[src/pkg/dmpd_pkg.sv]
// Shared constants and carrier types for the dual-modulus phase detector.
// Assumes a single 125 MHz clock; all pin inputs are synchronous to it.
package dmpd_pkg;

	// Clock period in ns.
	localparam int CLK_PERIOD_NS = 8;
	// Minimum width of the in-lock pump pulse, in ns.
	localparam int MIN_PULSE_NS = 16;
	// Least time rounds up, never below one cycle.
	localparam int MIN_PULSE_CYC = ((MIN_PULSE_NS + CLK_PERIOD_NS - 1) / CLK_PERIOD_NS) < 1 ? 1 :
		((MIN_PULSE_NS + CLK_PERIOD_NS - 1) / CLK_PERIOD_NS);

	// Counter widths and legal ranges.
	localparam int N_WIDTH = 10;
	localparam int A_WIDTH = 7;
	localparam int R_WIDTH = 14;
	localparam logic [N_WIDTH-1:0] N_MIN = 10'h003;
	localparam logic [N_WIDTH-1:0] N_MAX = 10'h3ff;
	localparam logic [A_WIDTH-1:0] A_MAX = 7'h7f;
	localparam logic [R_WIDTH-1:0] R_MIN = 14'h0003;

	// Reset values of the programmed divisors.
	localparam logic [N_WIDTH-1:0] N_RESET = 10'h003;
	localparam logic [A_WIDTH-1:0] A_RESET = 7'h00;

	// Double-ended pump pair, both active low.
	typedef struct packed {
		logic ref_pump_n;
		logic vco_pump_n;
	} dmpd_pump_t;

	// Single-ended three-state error output as data and enable.
	typedef struct packed {
		logic level;
		logic oe;
	} dmpd_tri_t;

endpackage : dmpd_pkg

[src/core/dmpd_phase_detector.sv]
// Top of the dual-modulus phase detector: dividers, phase/frequency detector,
// pump pair, lock indicator, monitors and buffered oscillator output.
// Assumes all inputs are synchronous to CLK; the prescaler rises once per count.
`timescale 1ns/1ps

module dmpd_phase_detector #(
	parameter int N_W = dmpd_pkg::N_WIDTH,
	parameter int A_W = dmpd_pkg::A_WIDTH,
	parameter int R_W = dmpd_pkg::R_WIDTH,
	parameter int MIN_PULSE = dmpd_pkg::MIN_PULSE_CYC
) (
	// Clock and reset.
	input wire logic CLK,
	input wire logic RST,
	// Reference oscillator and prescaler output.
	input wire logic OSC_IN,
	input wire logic VCO_IN,
	// Programmed divisors, from the loading path.
	input wire logic [N_W-1:0] N_VALUE,
	input wire logic [A_W-1:0] A_VALUE,
	input wire logic [R_W-1:0] R_VALUE,
	// Single-ended three-state error output.
	output logic SINGLE_ENDED_ERROR_OUT,
	output logic SINGLE_ENDED_ERROR_OE,
	// Double-ended pump pair, active low.
	output logic REF_PUMP_N,
	output logic VCO_PUMP_N,
	// Prescaler control and monitors.
	output logic MODULUS_SELECT_OUT,
	output logic REF_DIVIDED_OUT,
	output logic VCO_DIVIDED_OUT,
	output logic LOCK_INDICATOR,
	output logic BUFFERED_OSC_OUT
);

	// Refuse widths the logic cannot serve.
	if (N_W < 2 || A_W < 1 || R_W < 2 || MIN_PULSE < 1 || MIN_PULSE > 256)
		$error("dmpd_phase_detector: unsupported parameters");

	// Detector states, one-hot.
	typedef enum logic [3:0] {
		PD_IDLE = 4'h1,
		PD_VLEAD = 4'h2,
		PD_RLEAD = 4'h4,
		PD_BOTH = 4'h8
	} dmpd_pd_state_t;

	// Rising-edge detect of a sampled input.
	function automatic logic rise(input logic now, input logic prev);
		return now & ~prev;
	endfunction : rise

	// Clamp a requested value into a legal range.
	function automatic logic [N_W-1:0] clamp_n(input logic [N_W-1:0] v);
		return (v < N_W'(dmpd_pkg::N_MIN)) ? N_W'(dmpd_pkg::N_MIN) : v;
	endfunction : clamp_n

	// Previous input samples for edge detection.
	logic osc_prev_ff;
	logic vco_prev_ff;
	logic osc_edge;
	logic vco_edge;
	// Effective divisors after range limiting.
	logic [N_W-1:0] n_eff;
	logic [A_W-1:0] a_eff;
	logic [R_W-1:0] r_eff;
	// Reference divider.
	logic [R_W-1:0] r_count_ff;
	logic ref_div_ff;
	logic ref_tick;
	// Divided VCO from the counter pair.
	logic mod_sel;
	logic vco_tick;
	logic vco_div_ff;
	// Detector state and pulse counter.
	dmpd_pd_state_t pd_state_ff;
	dmpd_pd_state_t nxt_pd_state;
	logic [7:0] both_cnt_ff;
	// Registered outputs.
	dmpd_pkg::dmpd_pump_t pump_ff;
	dmpd_pkg::dmpd_tri_t err_ff;
	logic lock_ff;
	logic buf_osc_ff;
	logic mod_out_ff;

	////////////////////////////////////////////////////////////////////////////////
	// Edge detection on the synchronous inputs.
	always_ff @(posedge CLK)
	begin
		if (RST)
		begin
			osc_prev_ff <= 1'b0;
			vco_prev_ff <= 1'b0;
		end
		else
		begin
			osc_prev_ff <= OSC_IN;
			vco_prev_ff <= VCO_IN;
		end
	end

	assign osc_edge = rise(OSC_IN, osc_prev_ff);
	assign vco_edge = rise(VCO_IN, vco_prev_ff);

	// Out-of-range divisors are pulled to the nearest legal value.
	assign n_eff = clamp_n(N_VALUE);
	assign a_eff = A_VALUE;
	assign r_eff = (R_VALUE < R_W'(dmpd_pkg::R_MIN)) ? R_W'(dmpd_pkg::R_MIN) : R_VALUE;

	////////////////////////////////////////////////////////////////////////////////
	// Reference divider; the tick marks the divided reference rising edge.
	always_ff @(posedge CLK)
	begin
		if (RST)
		begin
			r_count_ff <= r_eff;
			ref_div_ff <= 1'b0;
		end
		else if (osc_edge)
		begin
			if (r_count_ff <= R_W'(1))
			begin
				r_count_ff <= r_eff;
				ref_div_ff <= 1'b1;
			end
			else
			begin
				r_count_ff <= r_count_ff - R_W'(1);
				// Drop the monitor at mid count for a visible duty cycle.
				if (r_count_ff <= ((r_eff >> 1) + R_W'(1)))
					ref_div_ff <= 1'b0;
			end
		end
	end

	assign ref_tick = osc_edge && (r_count_ff <= R_W'(1));

	////////////////////////////////////////////////////////////////////////////////
	// Dual-modulus counter pair.
	dmpd_modulus_ctrl #(
		.N_W(N_W),
		.A_W(A_W)
	) u_modulus (
		.clk(CLK),
		.rst(RST),
		.n_value(n_eff),
		.a_value(a_eff),
		.vco_edge(vco_edge),
		.mod_select(mod_sel),
		.cycle_end(vco_tick)
	);

	// Divided VCO monitor: high from each N end, low once the modulus select is high after the A portion.
	always_ff @(posedge CLK)
	begin
		if (RST)
			vco_div_ff <= 1'b0;
		else if (vco_tick)
			vco_div_ff <= 1'b1;
		else if (mod_sel)
			vco_div_ff <= 1'b0;
	end

	////////////////////////////////////////////////////////////////////////////////
	// Phase/frequency detector on the divided rising edges.
	always_comb
	begin
		nxt_pd_state = pd_state_ff;
		unique case (pd_state_ff)
			PD_IDLE:
			begin
				if (ref_tick && vco_tick)
					nxt_pd_state = PD_BOTH;
				else if (vco_tick)
					nxt_pd_state = PD_VLEAD;
				else if (ref_tick)
					nxt_pd_state = PD_RLEAD;
			end
			PD_VLEAD:
			begin
				// The lagging reference edge closes the pulse.
				if (ref_tick)
					nxt_pd_state = PD_BOTH;
			end
			PD_RLEAD:
			begin
				if (vco_tick)
					nxt_pd_state = PD_BOTH;
			end
			PD_BOTH:
			begin
				// Joint low pulse lasts the minimum width, then resets.
				if (both_cnt_ff >= 8'(MIN_PULSE - 1))
					nxt_pd_state = PD_IDLE;
			end
		endcase
	end

	// Detector state register and joint-pulse width counter.
	always_ff @(posedge CLK)
	begin
		if (RST)
		begin
			pd_state_ff <= PD_IDLE;
			both_cnt_ff <= 8'h00;
		end
		else
		begin
			pd_state_ff <= nxt_pd_state;
			if (nxt_pd_state == PD_BOTH && pd_state_ff == PD_BOTH)
				both_cnt_ff <= both_cnt_ff + 8'h01;
			else
				both_cnt_ff <= 8'h00;
		end
	end

	////////////////////////////////////////////////////////////////////////////////
	// Pump pair: VCO pump low when leading, reference pump low when lagging.
	always_ff @(posedge CLK)
	begin
		if (RST)
			pump_ff <= '{ref_pump_n: 1'b1, vco_pump_n: 1'b1};
		else
		begin
			pump_ff.vco_pump_n <= !(nxt_pd_state == PD_VLEAD || nxt_pd_state == PD_BOTH);
			pump_ff.ref_pump_n <= !(nxt_pd_state == PD_RLEAD || nxt_pd_state == PD_BOTH);
		end
	end

	// Single-ended output: low on lead, high on lag, floating otherwise.
	always_ff @(posedge CLK)
	begin
		if (RST)
			err_ff <= '{level: 1'b0, oe: 1'b0};
		else
		begin
			unique case (nxt_pd_state)
				PD_VLEAD: err_ff <= '{level: 1'b0, oe: 1'b1};
				PD_RLEAD: err_ff <= '{level: 1'b1, oe: 1'b1};
				PD_IDLE, PD_BOTH: err_ff <= '{level: 1'b0, oe: 1'b0};
			endcase
		end
	end

	// Lock indicator pulses low while either single pump pulse is active.
	always_ff @(posedge CLK)
	begin
		if (RST)
			lock_ff <= 1'b1;
		else
			lock_ff <= (nxt_pd_state == PD_IDLE || nxt_pd_state == PD_BOTH);
	end

	////////////////////////////////////////////////////////////////////////////////
	// Buffered oscillator and registered modulus select.
	always_ff @(posedge CLK)
	begin
		if (RST)
		begin
			buf_osc_ff <= 1'b0;
			mod_out_ff <= (a_eff == '0);
		end
		else
		begin
			buf_osc_ff <= OSC_IN;
			mod_out_ff <= mod_sel;
		end
	end

	// Outputs straight from flip-flops.
	assign SINGLE_ENDED_ERROR_OUT = err_ff.level;
	assign SINGLE_ENDED_ERROR_OE = err_ff.oe;
	assign REF_PUMP_N = pump_ff.ref_pump_n;
	assign VCO_PUMP_N = pump_ff.vco_pump_n;
	assign MODULUS_SELECT_OUT = mod_out_ff;
	assign REF_DIVIDED_OUT = ref_div_ff;
	assign VCO_DIVIDED_OUT = vco_div_ff;
	assign LOCK_INDICATOR = lock_ff;
	assign BUFFERED_OSC_OUT = buf_osc_ff;

endmodule : dmpd_phase_detector

[src/core/dmpd_modulus_ctrl.sv]
// Dual-modulus counter pair: the A and N down counters and the modulus select.
// Assumes vco_edge is a one-cycle pulse per rising edge of the prescaler output.
`timescale 1ns/1ps

module dmpd_modulus_ctrl #(
	parameter int N_W = dmpd_pkg::N_WIDTH,
	parameter int A_W = dmpd_pkg::A_WIDTH
) (
	// Clock and reset.
	input wire logic clk,
	input wire logic rst,
	// Programmed divisors.
	input wire logic [N_W-1:0] n_value,
	input wire logic [A_W-1:0] a_value,
	// Edge of the prescaler output.
	input wire logic vco_edge,
	// Results.
	output logic mod_select,
	output logic cycle_end
);

	// Elaboration check on widths.
	if (N_W < 2 || A_W < 1 || A_W > N_W)
		$error("dmpd_modulus_ctrl: unsupported counter widths");

	// Down counters; A at zero has expired, N ends on the edge taken at one.
	logic [N_W-1:0] n_count_ff;
	logic [A_W-1:0] a_count_ff;
	// Modulus select, low during the A portion.
	logic mod_select_ff;
	// One-cycle pulse at the end of each N count.
	logic cycle_end_ff;

	////////////////////////////////////////////////////////////////////////////////
	// Counting. Both counters step together until A reaches zero; the N end reloads both.
	always_ff @(posedge clk)
	begin
		if (rst)
		begin
			n_count_ff <= n_value;
			a_count_ff <= a_value;
			cycle_end_ff <= 1'b0;
		end
		else
		begin
			cycle_end_ff <= 1'b0;
			if (vco_edge)
			begin
				if (n_count_ff <= N_W'(1))
				begin
					// End of N count: reload and repeat.
					n_count_ff <= n_value;
					a_count_ff <= a_value;
					cycle_end_ff <= 1'b1;
				end
				else
				begin
					// Each edge decrements both while they count.
					n_count_ff <= n_count_ff - N_W'(1);
					if (a_count_ff != '0)
						a_count_ff <= a_count_ff - A_W'(1);
				end
			end
		end
	end

	////////////////////////////////////////////////////////////////////////////////
	// Modulus select: low while A counts, high for the N minus A rest.
	always_ff @(posedge clk)
	begin
		if (rst)
			mod_select_ff <= (a_value == '0);
		else if (vco_edge && n_count_ff <= N_W'(1))
			mod_select_ff <= (a_value == '0);
		else if (vco_edge && a_count_ff == A_W'(1))
			mod_select_ff <= 1'b1;
	end

	assign mod_select = mod_select_ff;
	assign cycle_end = cycle_end_ff;

endmodule : dmpd_modulus_ctrl

[config.mk]
export PLATFORM = sky130hd
export DESIGN_NAME = dmpd_phase_detector
export DESIGN_NICKNAME = d
export VERILOG_FILES = /design/src/pkg/dmpd_pkg.sv /design/src/core/dmpd_phase_detector.sv /design/src/core/dmpd_modulus_ctrl.sv
export SDC_FILE = /design/constraint.sdc
export NUM_CORES = 1
export LEC_CHECK = 0
export ABC_AREA = 1
export BUFFER_PORTS_ARGS = -buffer_cell sky130_fd_sc_hd__buf_2
export CORE_UTILIZATION = 45
export CTS_BUF_LIST = sky130_fd_sc_hd__clkbuf_4 sky130_fd_sc_hd__clkbuf_8
export CTS_CLUSTER_DIAMETER = 200
export DETAILED_ROUTE_END_ITERATION = 6
export GPL_TIMING_DRIVEN = 0
export PLACE_DENSITY = 0.67
export SETUP_SLACK_MARGIN = 0.5
export SYNTH_ARGS = -nofsm -noshare
export SYNTH_HDL_FRONTEND = slang
export SYNTH_SLANG_ARGS = --single-unit
export TNS_END_PERCENT = 5
[constraint.sdc]
create_clock -name CLK -period 3.05 [get_ports CLK]
set_clock_uncertainty 0.05 [all_clocks]
set_input_delay 0.305 -clock CLK [delete_from_list [all_inputs] [get_ports CLK]]
set_output_delay 0.305 -clock CLK [all_outputs]
set_load 0.01 [all_outputs]
==> results of run 1 <==
-- cell usage after synthesis, drive strengths merged --
master / instances / area [um2]
nand4: 9 / 56.3
clkinv: 2 / 7.51
ha: 24 / 300
conb: 1 / 3.75
buf: 4 / 20.0
mux2i: 1 / 10.0
nor3: 6 / 35.0
a21oi: 25 / 133
xnor2: 8 / 70.1
nor3b: 1 / 12.5
or2: 2 / 12.5
o31ai: 3 / 22.5
edfxtp: 32 / 961
nand2: 94 / 368
nor4: 4 / 25.0
and3: 1 / 6.26
nor2: 79 / 334
o21bai: 1 / 7.51
or4: 1 / 7.51
a21boi: 1 / 7.51
xor2: 16 / 140
o21ai: 29 / 145
clkbuf: 2 / 17.5
a31oi: 4 / 25.0
nand3b: 1 / 7.51
nand3: 26 / 148
dfxtp: 23 / 460
inv: 72 / 270
-- sequential cells by signal, summed over array words and instances (netlist names) --
register / cells
BUFFERED_OSC_OUT: 1
LOCK_INDICATOR: 1
MODULUS_SELECT_OUT: 1
REF_DIVIDED_OUT: 1
REF_PUMP_N: 1
SINGLE_ENDED_ERROR_OE: 1
SINGLE_ENDED_ERROR_OUT: 1
VCO_DIVIDED_OUT: 1
VCO_PUMP_N: 1
both_cnt_ff: 8
pd_state_ff: 4
r_count_ff: 14
u_modulus.a_count_ff: 7
u_modulus.cycle_end: 1
u_modulus.mod_select: 1
u_modulus.n_count_ff: 10
vco_prev_ff: 1
-- path summary, 6_finish.rpt --
| check | endpoint | slack, ns |
|---|---|---|
| worst max-delay path | REF_DIVIDED_OUT | 0.25 |
| worst min-delay path | REF_DIVIDED_OUT | 0.16 |
| worst max register to register | u_modulus.a_count_ff[2] | 0.63 |
| worst min register to register | REF_DIVIDED_OUT | 0.41 |
-- cells by family after synthesis --
kind of cell    synth area share [%]
compound gates                  9.42
xor+xnor                        5.82
fa+ha+maj                       8.31
buf+inv                         8.73
flops                           39.3
mux                            0.277
other cells                    0.104
simple gates                    28.0
-- final cells by class --
class                           count  area [um2]  share of cell area, %
Sequential cell                    55        1420                   33.0
Tap cell                          102         128                   2.96
Buffer                              6        37.5                  0.872
Inverter                           74         283                   6.57
Multi-Input combinational cell    341        2030                   47.1
Clock inverter                      2        38.8                  0.901
Clock buffer                        6        76.3                   1.77
Timing Repair Buffer               50         295                   6.86
-- metal layers --
layer | vias to the layer above | share of wire [%] | routed length, um
li1 | 1658 | - | -
met1 | 1425 | 46 | 3560
met2 | 55 | 49 | 3760
met3 | 9 | 3.8 | 297
met4 | 0 | 1.5 | 116
met5 | - | 0 | 0
-- where the power goes --
part	internal (mW)	switching [mW]	leakage, nW
combinational	0.137	0.200	1.40
clock	0.258	0.255	0.0592
sequential	0.855	0.0518	0.508
total	1.25	0.507	1.97
-- per-stage QoR --
step / std cells / instance area, um2
floorplan: 476 / 3700
global route: 636 / 4310
global placement: 620 / 4040
finish: 636 / 4310
detailed placement: 621 / 4050
CTS: 636 / 4310
-- what timing repair did --
| action | 4_1_cts | 5_1_grt |
|---|---|---|
| setup endpoints to repair | 1 | 8 |
| pin swaps | 20 | 0 |
| gates resized for setup | 22 | 0 |
| buffers inserted | 7 | 0 |
==> impl_metrics.csv, run 1 <==
group,metric,value,unit
status,status,"finished clean",
critical_path,r2r.worst_path.cells,7,
floorplan,rows,32,
synth,synthCells,472,
critical_path,reg2reg_from,"u_modulus.n_count_ff[0]",
synth,synth_area,0.00361,mm2
critical_path,path_buf_inv,2,
route,drt_iter0_drc,158,
timing,final-max-slew-violation-count,0,
run,drv_cap,0,
floorplan,die_w,91.6,um
timing,tns,0,ns
clock_network,clkTransAtPathRegs,0.11,ns
cells_and_area,fillers,731,
timing,slew_headroom,52.4,%
cells_and_area,final_layout_size_suffix_gt1_share,19.7,%
global_route,met3_usage,3.57,%
clock_network,hold_buffers,0,
synth,synth_cell_type_count,38,
synth,syn_avg_cell_area,7.66,um2
clock_network,clock-sinks,55,
global_route,grt_pass1_vias,3138,
synth,yosysSeqAreaShare,39.3,%
timing,hold_ws,0.158,ns
route,drtPass1Iterations,6,
global_route,grt_max_degree,18,
floorplan,initial_utilization,46.8,%
floorplan,ios,44,
clock_network,cts_root_buffer,"clkbuf_8",
critical_path,critical-path-top-delay-family,"simple AND/OR/NAND/NOR gates",
critical_path,slowest_stage,"nor4_4",
clock_network,cts_tree,"yes",
cells_and_area,final_common_cell,"nand2_1",
place,io_buffer_count,42,
route,drc_errors,0,
place,hpwl,5960,um
min_path,hold_path.startpoint,"RST",
synth,ys_warn_count,0,
cells_and_area,layout.nets,592,
global_route,grt-busiest-layer,"met2",
route,finalWirelength,7730,um
timing,period_minus_slack,2.80,ns
route,vias_per_cell,4.95,
route,vias,3147,
global_route,grt_pass1_wl,13700,um
timing,grt_setup_unrepaired,"true",
cells_and_area,utilization,55.7,%
floorplan,coreArea,0.00773,mm2
place,pre_cts_ws,-0.327,ns
clock_network,cts_buffer_depth,2,
power_and_ir_drop,power.leakage,1.97,nW
timing,finalCritPeriodShare,91.7,%
min_path,min_path_type,"in2reg",
global_route,gr-usage-met2,36.2,%
timing,max_slew.worst_pin.slew,0.714,ns
clock_network,cts_buffers,5,
critical_path,worst-path-max-fanout,3,
power_and_ir_drop,power.density,408,mW/mm2
critical_path,crit_path_start,"R_VALUE[4]",
critical_path,cp.depth,22,
critical_path,cp.required,3.22,ns
clock_network,htreeDepth,2,
cells_and_area,syn_to_final_growth,19.1,%
critical_path,start_kind,"input port",
timing,fin_ws,0.252,ns
cells_and_area,diodes,0,
cells_and_area,most-common-layout-cells,"85 x nand2_1, 68 x nor2_1, 67 x inv_1, 44 x buf_2, 32 x edfxtp_1",
floorplan,die_y,91.6,um
floorplan,die_area,0.00839,mm2
synth,ys_ff_latch,55,
global_route,antenna_found_initial,0,
critical_path,arrival,2.97,ns
min_path,whs_path_depth,2,
power_and_ir_drop,vdd_ir_drop_max,330,uV
timing,finalSetupViolCount,0,
critical_path,cp_slowest_stage_delay,0.34,ns
global_route,grt_usage,20.4,%
timing,fmax,0.357,GHz
critical_path,cp_cell_sequence,"buf_12 -> nor2_4 -> nand3_4 -> nor4_4 -> or2_4 -> ha_4 -> nand3_4 -> nor2_4 -> nand3_4 -> nor2_4 -> nand3_2 -> xor2_1 -> inv_1 -> ha_1 -> nand2_2 -> o21ai_2 -> a21oi_2 -> nand2_1 -> nand2_2 -> nand2_1 -> nand2_1 -> a21oi_1",
clock_network,clkLatencyLatePin,0.32,ns
timing,hold_violations,0,
critical_path,critPathCaptureType,"register",
critical_path,crit_type,"in2reg",
power_and_ir_drop,finalPower,1.76,mW
place,globalplace.congestion,0.847,
global_route,overflow,0,
route,postRouteAntennaNets,0,
global_route,met1_usage,25.1,%
route,wl_per_cell,12.2,um
(Power assumes the default switching activity.)
==> run 2: changes to the inputs <==
==> constraint.sdc (replaced) <==
create_clock -name CLK -period 3.05 [get_ports CLK]
set_clock_uncertainty 0.05 [all_clocks]
set_input_delay 0 -clock CLK [delete_from_list [all_inputs] [get_ports CLK]]
set_output_delay 0 -clock CLK [all_outputs]
set_load 0.01 [all_outputs]
==> impl_metrics.csv, run 2 (synthesis gave the netlist of run 1 again) <==
group,metric,value,unit
cells_and_area,utilization,59.9,%
timing,hold_ws,0.0285,ns
power_and_ir_drop,p_clk_share,24.8,%
route,drt_iter0_drc,151,
timing,finalCritPeriodShare,82.6,%
global_route,overflow,0,
global_route,grt_max_degree,19,
critical_path,critPathCaptureType,"register",
route,vias,3341,
floorplan,die_y,91.6,um
clock_network,cts_tree,"yes",
critical_path,r2r.worst_path.cells,11,
power_and_ir_drop,power.density,371,mW/mm2
place,dp.cells,621,
critical_path,reg2reg_from,"r_count_ff[0]",
route,drtPass1Iterations,4,
timing,max_slew.worst_pin.slew,0.504,ns
cells_and_area,largest_registers,"r_count_ff: 14 flops, u_modulus.n_count_ff: 10 flops, both_cnt_ff: 8 flops",
power_and_ir_drop,power.share.switching,30.6,%
run,drv_cap,0,
place,globalplace.congestion,0.874,
clock_network,clkLatencyLatePin,0.31,ns
power_and_ir_drop,p_int,1.19,mW
cells_and_area,final_layout_size_suffix_gt1_share,21.5,%
timing,finalSetupViolCount,0,
timing,grt_setup_unrepaired,"true",
critical_path,arrival,2.68,ns
place,io_buffer_count,42,
min_path,whs_path_depth,3,
route,drc_errors,0,
place,postPlaceCellArea,0.00399,mm2
global_route,grt_pass1_wl,14400,um
critical_path,start_kind,"input port",
cells_and_area,instances_no_fill,666,
power_and_ir_drop,power.leakage,2.10,nW
cells_and_area,diodes,0,
clock_network,cts_buffers,5,
cells_and_area,seq_area,0.00142,mm2
cells_and_area,largest_register_ff_count,14,
critical_path,worst-path-max-fanout,3,
route,vias_per_cell,5.02,
power_and_ir_drop,seq_power_share,52.9,%
clock_network,clkTransAtPathRegs,0.11,ns
cells_and_area,syn_to_final_growth,28.0,%
power_and_ir_drop,vdd_ir_drop_max,235,uV
clock_network,cts_root_buffer,"clkbuf_8",
floorplan,rows,32,
timing,period_minus_slack,2.52,ns
min_path,min_to,"u_modulus.n_count_ff[5]",
place,hpwl,6070,um
critical_path,r2r_end,"r_count_ff[0]",
global_route,grt_usage,21.3,%
cells_and_area,finalInstanceArea,0.00463,mm2
cells_and_area,most-common-layout-cells,"84 x nand2_1, 68 x nor2_1, 62 x inv_1, 37 x buf_2, 32 x edfxtp_1",
timing,slew_headroom,66.4,%
critical_path,cp.required,3.21,ns
timing,tns,0,ns
cells_and_area,final_common_cell,"nand2_1",
power_and_ir_drop,switchingPower,0.526,mW
route,wl_per_cell,12.7,um
floorplan,die_area,0.00839,mm2
floorplan,ios,44,
power_and_ir_drop,combPwrFrac,22.3,%
critical_path,crit_type,"in2reg",
clock_network,htreeDepth,2,
timing,final-max-slew-violation-count,0,
floorplan,die_w,91.6,um
timing,hold_violations,0,
clock_network,clock-sinks,55,
cells_and_area,layout.nets,622,
status,status,"finished clean",
cells_and_area,fillers,672,
route,postRouteAntennaNets,0,
min_path,hold_path.startpoint,"N_VALUE[5]",
route,finalWirelength,8460,um
timing,fin_ws,0.530,ns
global_route,grt_pass1_vias,3321,
min_path,min_path_type,"in2reg",
cells_and_area,regMostFlops,"r_count_ff",
timing,fmax,0.397,GHz
critical_path,rrSetupSlack,0.70,ns
floorplan,coreArea,0.00773,mm2
clock_network,cts_buffer_depth,2,
power_and_ir_drop,finalPower,1.72,mW
floorplan,initial_utilization,46.8,%
place,pre_cts_ws,-0.340,ns
global_route,antenna_found_initial,0,
cells_and_area,multi_input_area,0.00206,mm2
run 2: cell count changes in the layout (fill, tap and decap cells not counted), moves of 2 or more:
cell	delta
dlygate4sd3_1	+22
buf_4	+10
buf_2	-7
inv_1	-5
buf_6	+4
inv_2	+4
inv_4	+3
inv_6	-2
run 2: worst max path at each step:
| stage | slack, ns | from | endpoint | cells past startpoint |
|---|---|---|---|---|
| 5_1_grt | 0.32 | R_VALUE[11] | REF_DIVIDED_OUT | 22 |
| 3_3_place_gp | -0.29 | R_VALUE[11] | REF_DIVIDED_OUT | 21 |
| 2_1_floorplan | 0.51 | R_VALUE[11] | REF_DIVIDED_OUT | 20 |
| 3_5_place_dp | -0.34 | R_VALUE[11] | REF_DIVIDED_OUT | 21 |
| 4_1_cts | 0.51 | R_VALUE[7] | REF_DIVIDED_OUT | 21 |
| 6_report | 0.53 | R_VALUE[1] | REF_DIVIDED_OUT | 21 |
run 2: area by class of cell:
type                            instances  share of cell area [%]
Buffer                                  6                   0.811
Clock buffer                            5                    1.49
Clock inverter                          3                   0.487
Inverter                               74                    6.11
Multi-Input combinational cell        341                    44.5
Sequential cell                        55                    30.7
Tap cell                              102                    2.76
Timing Repair Buffer                   80                    13.1
run 2: layer usage:
layer	vias to the layer above	global-route usage [%]	wire (um)
met3	16	3.57	364
met5	-	0	0
met2	81	39.1	4230
li1	1716	-	-
met4	0	5.95	164
met1	1528	25.4	3700
run 2: power groups by stage:
stage,combinational [mW],sequential (mW),clock [mW]
final,0.382,0.908,0.426
after global routing,0.435,0.916,0.466
after CTS,0.361,0.908,0.441
after detailed placement,0.309,0.924,0
after global placement,0.295,0.921,0
after floorplan,0.219,0.909,0
run 2: what timing repair did:
item | CTS | global route
buffers inserted | 7 | 8
resized for setup | 33 | 28
pin swaps | 16 | 18
endpoints found under the setup margin | 1 | 8
hold buffers | 22 | 0
hold endpoints to repair | 25 | 0
run 2: critical path: stages:
cell and delay [ns]:
buf_4 0.13, nand2_4 0.07, nand3_4 0.08, nor4_4 0.32, or2_4 0.20, ha_4 0.15, nand3_4 0.08, nor2_4 0.13
nand3_4 0.09, nor2_4 0.11, nand3_2 0.07, xor2_1 0.15, inv_1 0.10, ha_4 0.29, nand2_4 0.07, nor3_4 0.23
nand4_1 0.13, nand2_2 0.11, nand2_1 0.05, nand2_1 0.06, a21oi_1 0.05
